## config.mk

```make
export PLATFORM = sky130hd
export DESIGN_NAME = multiline_async_mux_control
export DESIGN_NICKNAME = d
export VERILOG_FILES = /design/src/core/multiline_async_mux_control.v /design/src/core/rx_queue_mem.v
export VERILOG_INCLUDE_DIRS = /design/src /design/src/pkg
export SDC_FILE = /design/constraint.sdc
export NUM_CORES = 2
export LEC_CHECK = 0
export BUFFER_PORTS_ARGS = -buffer_cell sky130_fd_sc_hd__buf_2
export CAP_MARGIN = 40
export CORE_MARGIN = 5
export CORE_UTILIZATION = 47
export DETAILED_ROUTE_END_ITERATION = 8
export PLACE_DENSITY = 0.63
export SYNTH_ARGS = -nofsm -noshare
export SYNTH_HDL_FRONTEND = slang
export SYNTH_SLANG_ARGS = --single-unit
export TNS_END_PERCENT = 1
```

## constraint.sdc

```tcl
create_clock -name pclk -period 7.9 [get_ports pclk]
set_input_delay 0.79 -clock pclk [delete_from_list [all_inputs] [get_ports pclk]]
set_output_delay 0.79 -clock pclk [all_outputs]
set_load 0.1 [all_outputs]
```

## src/pkg/mux_consts.vh

```
`ifndef MUX_CONSTS_VH
`define MUX_CONSTS_VH

////////////////////////////////////////////////////////////////////////////////
// Register byte offsets
`define OFS_MAIN_CONTROL 8'h00
`define OFS_RX_QUEUE_OUT 8'h04
`define OFS_LINE_ENABLES 8'h08
`define OFS_TX_BUFFER 8'h0c
`define OFS_MAIN_SET 8'h10
`define OFS_MAIN_CLEAR 8'h14
`define OFS_LINES_SET 8'h18
`define OFS_LINES_CLEAR 8'h1c
`define OFS_LINE_PARAMS 8'h20

////////////////////////////////////////////////////////////////////////////////
// Main control and status bits
`define BIT_RX_ENABLE 0
`define BIT_MAINT 2
`define BIT_CLEAR_CMD 3
`define BIT_RX_INT_EN 6
`define BIT_RX_DONE 7
`define BIT_SCAN_EN 8
`define BIT_TX_INT_EN 14
`define BIT_TX_READY 15
`define MAIN_WR_MASK 16'h5547
`define MAIN_RESET 16'h0000
`define LINES_RESET 16'h0000

////////////////////////////////////////////////////////////////////////////////
// Receive entry and transmit buffer layout
`define ENT_VALID 15
`define ENT_OVERRUN 14
`define ENT_FRAMING 13
`define ENT_PARITY 12
`define ENT_LINE_LSB 8
`define TXB_LINE_LSB 8

////////////////////////////////////////////////////////////////////////////////
// Line parameters and timing
`define LEN_CODE_RESET 2'h3
`define LEN_BASE 4'h5
`define DATA_BITS 4'h8
`define BIT_CYCLES_DEF 16
`define IRQ_LEVEL_DEF 3'h5

`endif

```

## src/core/multiline_async_mux_control.v

```verilog
// Contract
// - Byte writes change only addressed control byte
// - Set and clear aliases change writable control bits
// - Line enables read back last written value
// - Line enables take byte, set, clear writes
// - Line 0 enable raises ready, reports 0
// - Any line enable raises ready with number
// - Scan enable low holds ready off
// - Request withheld at priority 7, 6, 5
// - Request granted at priority 4 down to 0
// - All-ones character loops back unchanged
// - Done sets soon after character received
// - Each queue entry shows valid flag
// - Clean character leaves error bits clear
// - Character length applied, upper bits zero
// - Valid clears after last entry read
// - Done clears when queue emptied
// - Lines 1 to 15 behave like 0
// - Receiver enable bit 0 read/write
// - Clear command bit 3 reads zero
`timescale 1ns/1ps
`include "mux_consts.vh"
module multiline_async_mux_control #(
  parameter BIT_CYCLES = `BIT_CYCLES_DEF,
  parameter QUEUE_AW = 6,
  parameter [2:0] IRQ_LEVEL = `IRQ_LEVEL_DEF
) (
  input wire pclk,
  input wire presetn,
  input wire psel,
  input wire penable,
  input wire pwrite,
  input wire [7:0] paddr,
  input wire [31:0] pwdata,
  input wire [3:0] pstrb,
  output reg [31:0] prdata,
  output wire pready,
  output wire pslverr,
  input wire [2:0] cpu_priority,
  output wire irq_request,
  input wire [15:0] line_rx,
  output wire [15:0] line_tx
);

  localparam LINES = 16;
  localparam integer BIT_LAST = BIT_CYCLES - 1;
  localparam integer BIT_HALF = BIT_CYCLES / 2;
  localparam integer QUEUE_DEPTH = 1 << QUEUE_AW;

  ////////////////////////////////////////////////////////////////////////////////
  // Helpers
  function [15:0] byte_mask;
    input [1:0] strb;
    begin
      byte_mask = {{8{strb[1]}}, {8{strb[0]}}};
    end
  endfunction

  function [15:0] merge;
    input [15:0] old;
    input [15:0] data;
    input [1:0] strb;
    begin
      merge = (old & ~byte_mask(strb)) | (data & byte_mask(strb));
    end
  endfunction

  function [3:0] first_set;
    input [15:0] v;
    integer k;
    begin
      first_set = 4'h0;
      for (k = LINES - 1; k >= 0; k = k - 1) begin
        if (v[k]) begin
          first_set = k[3:0];
        end
      end
    end
  endfunction

  function [7:0] align_char;
    input [7:0] sh;
    input [3:0] n;
    begin
      align_char = sh >> (`DATA_BITS - n);
    end
  endfunction

  ////////////////////////////////////////////////////////////////////////////////
  // Register state
  reg [15:0] main_rw;
  reg [15:0] line_enables;
  reg [1:0] len_code;
  reg tx_ready;
  reg [3:0] tx_line;
  reg [3:0] scan_ptr;
  reg [QUEUE_AW-1:0] wr_ptr;
  reg [QUEUE_AW-1:0] rd_ptr;
  reg [QUEUE_AW:0] q_count;
  reg head_new;
  reg err_q;
  reg pop_ok;

  wire [3:0] char_len = `LEN_BASE + {2'h0, len_code};
  wire rx_enable = main_rw[`BIT_RX_ENABLE];
  wire maint = main_rw[`BIT_MAINT];
  wire scan_en = main_rw[`BIT_SCAN_EN];
  wire q_has = (q_count != {(QUEUE_AW+1){1'b0}}) & ~head_new;
  wire rx_done = rx_enable & q_has;

  wire setup = psel & ~penable;
  wire wr_acc = psel & penable & pwrite;
  wire rd_acc = psel & penable & ~pwrite;
  wire [1:0] strb = pstrb[1:0];
  wire [15:0] wdat = pwdata[15:0];
  wire [15:0] wmask = wdat & byte_mask(strb);

  wire wr_main = wr_acc & (paddr == `OFS_MAIN_CONTROL);
  wire wr_mset = wr_acc & (paddr == `OFS_MAIN_SET);
  wire wr_mclr = wr_acc & (paddr == `OFS_MAIN_CLEAR);
  wire wr_lines = wr_acc & (paddr == `OFS_LINE_ENABLES);
  wire wr_lset = wr_acc & (paddr == `OFS_LINES_SET);
  wire wr_lclr = wr_acc & (paddr == `OFS_LINES_CLEAR);
  wire wr_txb = wr_acc & (paddr == `OFS_TX_BUFFER);
  wire wr_par = wr_acc & (paddr == `OFS_LINE_PARAMS);
  wire rd_queue = rd_acc & (paddr == `OFS_RX_QUEUE_OUT);

  // Write-only command, never stored
  wire clear_cmd = (wr_main | wr_mset) & wmask[`BIT_CLEAR_CMD];

  wire hit = (paddr == `OFS_MAIN_CONTROL) | (paddr == `OFS_RX_QUEUE_OUT) | (paddr == `OFS_LINE_ENABLES) |
             (paddr == `OFS_TX_BUFFER) | (paddr == `OFS_MAIN_SET) | (paddr == `OFS_MAIN_CLEAR) |
             (paddr == `OFS_LINES_SET) | (paddr == `OFS_LINES_CLEAR) | (paddr == `OFS_LINE_PARAMS);

  assign pready = 1'b1;
  assign pslverr = psel & penable & err_q;

  ////////////////////////////////////////////////////////////////////////////////
  // Control registers
  always @(posedge pclk or negedge presetn) begin
    if (!presetn) begin
      main_rw <= `MAIN_RESET;
      line_enables <= `LINES_RESET;
      len_code <= `LEN_CODE_RESET;
    end else begin
      if (wr_main) begin
        main_rw <= merge(main_rw, wdat, strb) & `MAIN_WR_MASK;
      end else if (wr_mset) begin
        main_rw <= (main_rw | wmask) & `MAIN_WR_MASK;
      end else if (wr_mclr) begin
        main_rw <= main_rw & ~wmask;
      end
      if (clear_cmd) begin
        line_enables <= `LINES_RESET;
      end else if (wr_lines) begin
        line_enables <= merge(line_enables, wdat, strb);
      end else if (wr_lset) begin
        line_enables <= line_enables | wmask;
      end else if (wr_lclr) begin
        line_enables <= line_enables & ~wmask;
      end
      if (wr_par & strb[0]) begin
        len_code <= wdat[1:0];
      end
    end
  end

  ////////////////////////////////////////////////////////////////////////////////
  // Priority gate; level request stays until priority falls
  wire irq_pending = (main_rw[`BIT_RX_INT_EN] & rx_done) | (main_rw[`BIT_TX_INT_EN] & tx_ready);
  assign irq_request = irq_pending & (cpu_priority < IRQ_LEVEL);

  ////////////////////////////////////////////////////////////////////////////////
  // Transmit scanner
  reg [15:0] tx_busy;
  wire tx_load = wr_txb & strb[0] & tx_ready;

  always @(posedge pclk or negedge presetn) begin
    if (!presetn) begin
      tx_ready <= 1'b0;
      tx_line <= 4'h0;
      scan_ptr <= 4'h0;
    end else if (clear_cmd) begin
      tx_ready <= 1'b0;
      scan_ptr <= 4'h0;
    end else if (tx_ready) begin
      if (tx_load) begin
        tx_ready <= 1'b0;
        scan_ptr <= tx_line + 4'h1;
      end else if (!line_enables[tx_line] || !scan_en) begin
        tx_ready <= 1'b0;
      end
    end else if (scan_en && line_enables[scan_ptr] && !tx_busy[scan_ptr]) begin
      tx_ready <= 1'b1;
      tx_line <= scan_ptr;
    end else begin
      scan_ptr <= scan_ptr + 4'h1;
    end
  end

  ////////////////////////////////////////////////////////////////////////////////
  // Per-line transmitters, idle marking
  reg [9:0] tx_shift [0:LINES-1];
  reg [7:0] tx_div [0:LINES-1];
  reg [3:0] tx_bits [0:LINES-1];
  integer i;

  always @(posedge pclk or negedge presetn) begin
    if (!presetn) begin
      tx_busy <= 16'h0000;
      for (i = 0; i < LINES; i = i + 1) begin
        tx_shift[i] <= 10'h3ff;
        tx_div[i] <= 8'h00;
        tx_bits[i] <= 4'h0;
      end
    end else begin
      for (i = 0; i < LINES; i = i + 1) begin
        if (tx_load && tx_line == i[3:0]) begin
          // Upper unused bits forced to marking; only the first is sent, as the one stop bit
          tx_shift[i] <= {1'b1, wdat[7:0] | ~(8'hff >> (`DATA_BITS - char_len)), 1'b0};
          tx_busy[i] <= 1'b1;
          tx_div[i] <= BIT_LAST[7:0];
          tx_bits[i] <= char_len + 4'h1;
        end else if (tx_busy[i]) begin
          if (tx_div[i] == 8'h00) begin
            tx_div[i] <= BIT_LAST[7:0];
            tx_shift[i] <= {1'b1, tx_shift[i][9:1]};
            if (tx_bits[i] == 4'h0) begin
              tx_busy[i] <= 1'b0;
            end else begin
              tx_bits[i] <= tx_bits[i] - 4'h1;
            end
          end else begin
            tx_div[i] <= tx_div[i] - 8'h01;
          end
        end
      end
    end
  end

  genvar g;
  generate
    for (g = 0; g < LINES; g = g + 1) begin : g_tx
      assign line_tx[g] = tx_shift[g][0];
    end
  endgenerate

  ////////////////////////////////////////////////////////////////////////////////
  // Pin synchronisers; change accepted when stages two and three agree
  reg [15:0] rx_s1;
  reg [15:0] rx_s2;
  reg [15:0] rx_s3;
  reg [15:0] rx_filt;

  always @(posedge pclk or negedge presetn) begin
    if (!presetn) begin
      rx_s1 <= 16'hffff;
      rx_s2 <= 16'hffff;
      rx_s3 <= 16'hffff;
      rx_filt <= 16'hffff;
    end else begin
      rx_s1 <= line_rx;
      rx_s2 <= rx_s1;
      rx_s3 <= rx_s2;
      rx_filt <= (rx_s2 & rx_s3) | (rx_filt & (rx_s2 | rx_s3));
    end
  end

  wire [15:0] tx_now;
  generate
    for (g = 0; g < LINES; g = g + 1) begin : g_loop
      assign tx_now[g] = tx_shift[g][0];
    end
  endgenerate
  wire [15:0] rx_in = maint ? tx_now : rx_filt;

  ////////////////////////////////////////////////////////////////////////////////
  // Per-line receivers with one holding slot each
  reg [15:0] rx_busy;
  reg [7:0] rx_div [0:LINES-1];
  reg [3:0] rx_bits [0:LINES-1];
  reg [7:0] rx_shift [0:LINES-1];
  reg [7:0] hold_data [0:LINES-1];
  reg [15:0] hold_frame;
  reg [15:0] hold_full;

  wire q_full = (q_count == QUEUE_DEPTH[QUEUE_AW:0]);
  wire [3:0] pick = first_set(hold_full);
  wire push = rx_enable & (hold_full != 16'h0000) & ~q_full & ~clear_cmd;

  always @(posedge pclk or negedge presetn) begin
    if (!presetn) begin
      rx_busy <= 16'h0000;
      hold_full <= 16'h0000;
      hold_frame <= 16'h0000;
      for (i = 0; i < LINES; i = i + 1) begin
        rx_div[i] <= 8'h00;
        rx_bits[i] <= 4'h0;
        rx_shift[i] <= 8'h00;
        hold_data[i] <= 8'h00;
      end
    end else begin
      if (!rx_enable || clear_cmd) begin
        hold_full <= 16'h0000;
      end else if (push) begin
        hold_full[pick] <= 1'b0;
      end
      for (i = 0; i < LINES; i = i + 1) begin
        if (!rx_busy[i]) begin
          if (!rx_in[i]) begin
            rx_busy[i] <= 1'b1;
            rx_div[i] <= BIT_HALF[7:0];
            rx_bits[i] <= 4'h0;
          end
        end else if (rx_div[i] != 8'h00) begin
          rx_div[i] <= rx_div[i] - 8'h01;
        end else begin
          rx_div[i] <= BIT_LAST[7:0];
          if (rx_bits[i] == 4'h0 && rx_in[i]) begin
            rx_busy[i] <= 1'b0; // False start filtered
          end else if (rx_bits[i] <= char_len) begin
            rx_shift[i] <= {rx_in[i], rx_shift[i][7:1]};
            rx_bits[i] <= rx_bits[i] + 4'h1;
          end else begin
            rx_busy[i] <= 1'b0;
            // Late slot overwrites unread char; set beats the push clear
            if (rx_enable && !clear_cmd) begin
              hold_data[i] <= align_char(rx_shift[i], char_len);
              hold_frame[i] <= ~rx_in[i];
              hold_full[i] <= 1'b1;
            end
          end
        end
      end
    end
  end

  ////////////////////////////////////////////////////////////////////////////////
  // Receive queue
  wire [14:0] q_wdata;
  wire [14:0] q_rdata;
  assign q_wdata[7:0] = hold_data[pick];
  assign q_wdata[11:8] = pick;
  assign q_wdata[12] = 1'b0;
  assign q_wdata[13] = hold_frame[pick];
  assign q_wdata[14] = 1'b0;
  wire pop = rd_queue & pop_ok;
  // Read one ahead on a pop, so a back-to-back read sees the next entry
  wire [QUEUE_AW-1:0] rd_next = rd_ptr + {{(QUEUE_AW-1){1'b0}}, pop};

  rx_queue_mem #(
    .W(15),
    .AW(QUEUE_AW)
  ) u_queue (
    .pclk(pclk),
    .wr_en(push),
    .wr_addr(wr_ptr),
    .wr_data(q_wdata),
    .rd_addr(rd_next),
    .rd_data(q_rdata)
  );

  always @(posedge pclk or negedge presetn) begin
    if (!presetn) begin
      wr_ptr <= {QUEUE_AW{1'b0}};
      rd_ptr <= {QUEUE_AW{1'b0}};
      q_count <= {(QUEUE_AW+1){1'b0}};
      head_new <= 1'b0;
    end else if (clear_cmd) begin
      wr_ptr <= {QUEUE_AW{1'b0}};
      rd_ptr <= {QUEUE_AW{1'b0}};
      q_count <= {(QUEUE_AW+1){1'b0}};
      head_new <= 1'b0;
    end else begin
      // Head written this edge misses the read register; valid waits a cycle
      head_new <= push & (wr_ptr == rd_next);
      if (push) begin
        wr_ptr <= wr_ptr + 1'b1;
      end
      if (pop) begin
        rd_ptr <= rd_ptr + 1'b1;
      end
      if (push && !pop) begin
        q_count <= q_count + 1'b1;
      end else if (pop && !push) begin
        q_count <= q_count - 1'b1;
      end
    end
  end

  ////////////////////////////////////////////////////////////////////////////////
  // Read data, captured in the setup cycle
  reg [15:0] rd_mux;
  always @* begin
    rd_mux = 16'h0000;
    case (paddr)
      `OFS_MAIN_CONTROL, `OFS_MAIN_SET, `OFS_MAIN_CLEAR: begin
        rd_mux = main_rw & `MAIN_WR_MASK;
        rd_mux[`BIT_RX_DONE] = rx_done;
        rd_mux[`BIT_TX_READY] = tx_ready;
      end
      `OFS_LINE_ENABLES, `OFS_LINES_SET, `OFS_LINES_CLEAR: begin
        rd_mux = line_enables;
      end
      `OFS_RX_QUEUE_OUT: begin
        if (q_has) begin
          rd_mux = {1'b1, q_rdata};
        end
      end
      `OFS_TX_BUFFER: begin
        rd_mux[`TXB_LINE_LSB+3:`TXB_LINE_LSB] = tx_line;
      end
      `OFS_LINE_PARAMS: begin
        rd_mux[1:0] = len_code;
      end
      default: begin
        rd_mux = 16'h0000;
      end
    endcase
  end

  always @(posedge pclk or negedge presetn) begin
    if (!presetn) begin
      prdata <= 32'h00000000;
      err_q <= 1'b0;
      pop_ok <= 1'b0;
    end else if (setup) begin
      prdata <= {16'h0000, rd_mux};
      err_q <= ~hit;
      pop_ok <= q_has;
    end
  end

endmodule // multiline_async_mux_control

```

## src/core/rx_queue_mem.v

```verilog
`timescale 1ns/1ps
module rx_queue_mem #(
  parameter W = 15,
  parameter AW = 6
) (
  input wire pclk,
  input wire wr_en,
  input wire [AW-1:0] wr_addr,
  input wire [W-1:0] wr_data,
  input wire [AW-1:0] rd_addr,
  output reg [W-1:0] rd_data
);

  reg [W-1:0] mem [0:(1<<AW)-1];

  // Registered read; a fresh write shows one edge later
  always @(posedge pclk) begin
    if (wr_en) begin
      mem[wr_addr] <= wr_data;
    end
    rd_data <= mem[rd_addr];
  end

endmodule // rx_queue_mem

```

# Yosys cells after proc, flatten, opt, wreduce, memory -nomap -nowiden
# Memory sizes are Yosys's and may differ from the RTL's. A register that Yosys moved wholly into a read port is not among the register bits.
# Cells that the tools add are included.
[classes]
n_eq_ne = 107
n_shift = 17
n_addsub = 74
reduce_logical = 236
mux = 575
n_lt_le_gt_ge = 22
bitwise_logic = 129
[ops]
columns = ["cell", "count"]
rows = [
  ["$mux W8", 98],
  ["$mux W4", 164],
  ["$mux W10", 48],
  ["$sub A8 B1 Y8 const B", 32],
  ["$mux W1", 237],
  ["$mux W16", 11],
  ["$logic_not A8 Y1", 17],
  ["$logic_not A4 Y1", 33],
  ["$reduce_and A4 Y1", 32],
  ["$reduce_bool A8 Y1", 16],
  ["$shr A8 B4 Y8", 16],
  ["$and A16 B16 Y16", 7],
  ["$ne A2 B2 Y1 const B", 48],
  ["$reduce_and A5 Y1", 16],
  ["$add A4 B1 Y4 const B", 19],
  ["$not A1 Y1", 71],
  ["$reduce_bool A2 Y1", 34],
  ["$le A4 B4 Y1", 16],
  ["$ne A2 B1 Y1 const B", 32],
  ["$or A16 B16 Y16", 4],
  ["$sub A4 B1 Y4 const B", 16],
  ["$reduce_and A3 Y1", 17],
  ["$not A16 Y16", 3],
  ["$logic_and A1 B1 Y1", 38],
  ["47 further kinds", 135],
]
[word_totals]
out_inout_bits = 51
regBits = 1024
ram_bits = 832
mem_count = 1
inputBits = 68
wordCells = 1310
[mem_list]
columns = ["name", "depth", "width", "rd", "rd_clocked_by_memory_dff", "write_ports", "line", "rtl"]
rows = [
  ["u_queue.mem", 64, 13, 1, 1, 1, "rx_queue_mem.v:14", "reg [W-1:0] mem [0:(1<<AW)-1];"],
]

# Logic depth before layout (Yosys ltp)
[logic_depth]
depth_word = 29
depth_mapped = 20
depth_no_buf = 13

# Modules after synthesis
# Synthesis repeated with hierarchy kept, for this count alone.
[hier_totals]
cells_unflattened = 6882
hier_area_um2 = 89976.3
[by_module_without_submodules]
columns = ["mod", "seq_area_each_um2", "cells_each", "area_each_um2", "instances"]
rows = [
  ["multiline_async_mux_control", 24911.4, 5133, 52362.7, 1],
  ["rx_queue_mem", 29127.9, 1749, 37613.6, 1],
]

# Least setup slack after synthesis
# OpenSTA, ideal clock, no wires.
[synth_timing]
path_type = "reg-to-reg"
startpoint = "reg len_code[0]"
endpoint = "reg rx_shift[19] (netlist name)"
required_time_ns = 7.775
path_slack_ns = 2.322
setup_time_ns = 0.125
arrival_time_ns = 5.453
path_stages_with_launch = 19
n_path_buf = 8
synth_period_minus_slack_ns = 5.578
path_cell_list = "dfstp_2 -> clkbuf_1 -> inv_1 -> clkbuf_1 -> buf_1 -> clkbuf_1 -> ha_1 -> clkbuf_1 -> buf_2 -> clkbuf_1 -> inv_1 -> ha_1 -> nor2b_1 -> o21a_1 -> o21a_1 -> o21ai_0 -> and2_0 -> clkbuf_1 -> mux2_2"
[synth_between]
elab_chain_cells = 3
[synth_rtl]
columns = ["item", "line", "rtl"]
rows = [
  ["from (decl)", "multiline_async_mux_control.v:93", "reg [1:0] len_code;"],
  ["from (signal assigned)", "multiline_async_mux_control.v:144", "len_code <= `LEN_CODE_RESET;"],
  ["from (signal assigned)", "multiline_async_mux_control.v:163", "len_code <= wdat[1:0];"],
  ["$add A3 B2 Y4 (no line)", "-", ""],
  ["$le A4 B4 Y1", "multiline_async_mux_control.v:321", "end else if (rx_bits[i] <= char_len) begin"],
  ["$reduce_and A4 Y1 (no line)", "-", ""],
  ["to (signal, indexed assignment)", "multiline_async_mux_control.v:322", "rx_shift[i] <= {rx_in[i], rx_shift[i][7:1]};"],
  ["to (decl)", "multiline_async_mux_control.v:282", "reg [7:0] rx_shift [0:LINES-1];"],
]
# Every way passes these cells.
# A chain may end at the register's enable or synchronous reset.

# Final worst setup path
[layout_timing]
startpoint = "reg len_code[0]"
endpoint = "reg rx_bits[62] (netlist name)"
[layout_between]
elab_chain_cells = 4
[layout_rtl]
columns = ["item", "line", "rtl"]
rows = [
  ["$add A3 B2 Y4 (no line)", "-", ""],
  ["$le A4 B4 Y1", "multiline_async_mux_control.v:321", ""],
  ["$ne A2 B1 Y1 (no line)", "-", ""],
  ["$reduce_and A4 Y1 (no line)", "-", ""],
  ["to (signal, indexed assignment)", "multiline_async_mux_control.v:323", "rx_bits[i] <= rx_bits[i] + 4'h1;"],
  ["to (decl)", "multiline_async_mux_control.v:281", "reg [3:0] rx_bits [0:LINES-1];"],
]
# Every way passes these cells.

==> impl_results.md <==
* Status: finished, final reports clean
* IO Pins at 119
* Vias in the first global route at 52600
* TritonCTS Buffers at 193
* Row count at 155
* GPL Wtd Cong at 0.891
* Ys Warns at 0
* Avg WL per Cell at 21.9 um
* Crit path arrival time at 5.54 ns
* Worst Path Buf+Inv at 3
* Die height at 434 um
* Total track usage at 21.3%
* Clk sink count at 1830
* Final Cycle Share at 61.5%
* Initial DRC Count at 5179
* Slowest-stage cell, CP: ha_4
* CP most frequent cell: o21a_1
* Initial antenna violation count at 9
* Synth async-reset ratio at 53.8%
* Critical Path Start Type: flip-flop
* Port Buf Inserts at 83
* P_leak at 37.2 nW
* Count of TritonRoute iterations in the first routing pass at 8
* Share of post-route cells with drive strength above 1 at 21.4%
* Largest net degree at the start of global routing at 166
* Avg Vias per Cell at 5.85
* Overflow after GRT at 0
* Initial core utilization at 47.3%
* DP HPWL at 130000 um
* Power per cell area at 233 nW/um2
* Drt drc at 0
* Clk buf depth at 3
* Placed instance area at 88300 um2
* H-tree levels at 4
* Ys flop type: edfxtp_1
* Final total power at 22.1 mW
* Tmin final at 4.86 ns
* Cell count after placement at 8765
* Clk pin slew, worst setup/hold paths at 0.06 ns
* Max Clock Skew at 0.0566 ns
* Die Area at 188000 um2
* Setup bufs post-CTS at 0
* Hold buffer count at cts at 16
* Max Slew Vio Count at 0
* WP data required at 8.58 ns
* Design area at 94900 um2
* Post-layout util at 53.2%
* Seq cells post-synth at 1830
* Avg Cell Area, Syn at 13.0 um2
* Global-route wire length before repair at 313000 um
* Slew headroom at 31.5%
* Wirelength, routed at 200000 um
* CP delay by family, top: compound AO/OA/AOI/OAI gates
* Worst ir drop on vdd at 0.197 mV
* Unique masters post-synth at 91
* RSZ-0062 raised after global routing: false
* Clock Latency Late Sink at 0.85 ns
* Crit Path Max Fanout at 39
* Most frequent cells in the layout: edfxtp_1 (832), dfrtp_1 (774), nand2_1 (669), nor2_1 (470), o21ai_0 (436)
* Critical path capture point type: flip-flop
* Worst path max stage delay at 0.73 ns
* Critical path, cell by cell: clkinv_2, ha_4, inv_1, buf_4, ha_1, nor2b_1, o21a_1, o21a_1, o21ai_0, nand4_1, o221ai_1, o31ai_1
* Syn Inst Count at 6507
* Die W at 434 um
* Setup TNS at 0 ns
* Layout net count at 6899
* Layout Cells excl Fill at 9142
* Area delta synth->final at 12.5%
* Post-synth EDFFs at 832
* Vias at 53500
* Worst slew pin tran at 1.02 ns
* Max Cap Violations at 0
* Post-synth design cell area at 84300 um2
* Seq/Total Area, Yosys at 59.5%
* Post-CTS Resized at 0
* Hold Fails Final Rpt at 0
* Core box area at 178000 um2
* Clock root cell: clkbuf_16
* Tightest Hold Check Type: input port to flip-flop
* Finish-stage setup viols at 0
* CTS tree: built
* Commonest non-fill, non-tap cell in the layout: edfxtp_1
* F_max at 206 MHz
* Antenna-violating nets left at 0
* Setup CP Type: flip-flop to flip-flop
-- cells by family after synthesis --
logic type | Yosys count | synth area share [%]
xor+xnor | 142 | 1.47
simple gates | 1912 | 10.5
mux | 784 | 15.0
compound gates | 1075 | 7.59
other cells | 2 | 0.00891
buf+inv | 538 | 2.62
fa+ha+maj | 224 | 3.29
flops | 1830 | 59.5
-- cell type report --
class                   instances  area [um2]
fillers                     14700       83500
flip-flops and latches       1830       50200
multi-input cells            4154       32400
clock buffers                 271        5480
well taps                    2355        2950
repair buffers                261        2250
clock inverters                84         931
inverters                     183         688
diodes                          4        10.0
-- worst paths after layout --
check | startpoint | slack [ns] | end | cells past startpoint
setup / recovery | len_code[0] | 3.04 | rx_bits[62] | 12
hold / removal | line_rx[6] | 0.11 | rx_s1[6] | 1
max in group asynchronous | presetn | 5.45 | rx_s1[1] | 4
setup reg to reg | len_code[0] | 3.04 | rx_bits[62] | 12
min in group asynchronous | presetn | 0.56 | tx_bits[34] | 2
hold reg to reg | rx_s1[12] | 0.34 | rx_s2[12] | 0
-- stage by stage --
| step | worst slack [ns] | hold WS, ns |
|---|---|---|
| final | 3.04 | 0.115 |
| after global routing | 2.65 | 0.0643 |
| after CTS | 2.96 | 0.0515 |
| after detailed placement | 2.64 | 0.347 |
| after global placement | 2.47 | 0.346 |
| after floorplan | 2.32 | 0.345 |
-- per-layer routing --
metal	global-route usage, %	wire length, um	vias to the layer above
met4	6.34	5820	2
li1	-	-	24300
met1	29.6	86400	27300
met5	0	13	-
met3	3.51	11300	325
met2	34.8	96300	1501
-- worst reg2reg max path, cell delays in order (launching register included) --
cell	delay, ns
dfstp_4	0.67
clkinv_2	0.11
ha_4	0.73
inv_1	0.49
buf_4	0.38
ha_1	0.34
nor2b_1	0.13
o21a_1	0.16
o21a_1	0.16
o21ai_0	0.41
nand4_1	0.63
o221ai_1	0.37
o31ai_1	0.11
-- where the power goes --
part / total (mW) / switching (mW) / internal [mW] / leakage [nW]
Sequential: 11.0 / 0.572 / 10.4 / 20.0
Clock: 9.07 / 3.87 / 5.20 / 3.15
Combinational: 2.06 / 1.13 / 0.930 / 14.0
-- registers in the layout (all words and copies together), names as in the netlist, 6 cells and up, named ones only --
signal,cells
rd_ptr,6
u_queue.rd_data,13
rx_shift,128
tx_busy,16
prdata,16
rx_div,128
hold_frame,16
rx_s2,16
rx_s1,16
wr_ptr,6
rx_busy,16
tx_div,128
hold_data,128
rx_s3,16
tx_shift,128
u_queue.mem,832
rx_filt,16
line_enables,16
tx_bits,64
hold_full,16
rx_bits,64
q_count,7
line_tx,16
-- Yosys cell counts, drive strengths merged, types with 43 or more instances --
library cell,number,area (um2)
nand2b,54,338
mux2i,191,1910
nor3,130,661
edfxtp,832,25000
dfrtp,775,19400
a31oi,63,394
xnor2,59,517
xor2,83,727
a21oi,263,1320
ha,207,2590
nor2b,54,338
nor2,507,1900
mux4,361,8130
o21a,55,413
clkbuf,261,981
o21ai,451,2260
nand2,670,2520
nand4,76,475
mux2,232,2610
nand3,180,901
inv,182,683
buf,94,544
o31ai,50,375
dfstp,210,5520
nor4,43,269
Power figures use the tool's default switching activity.
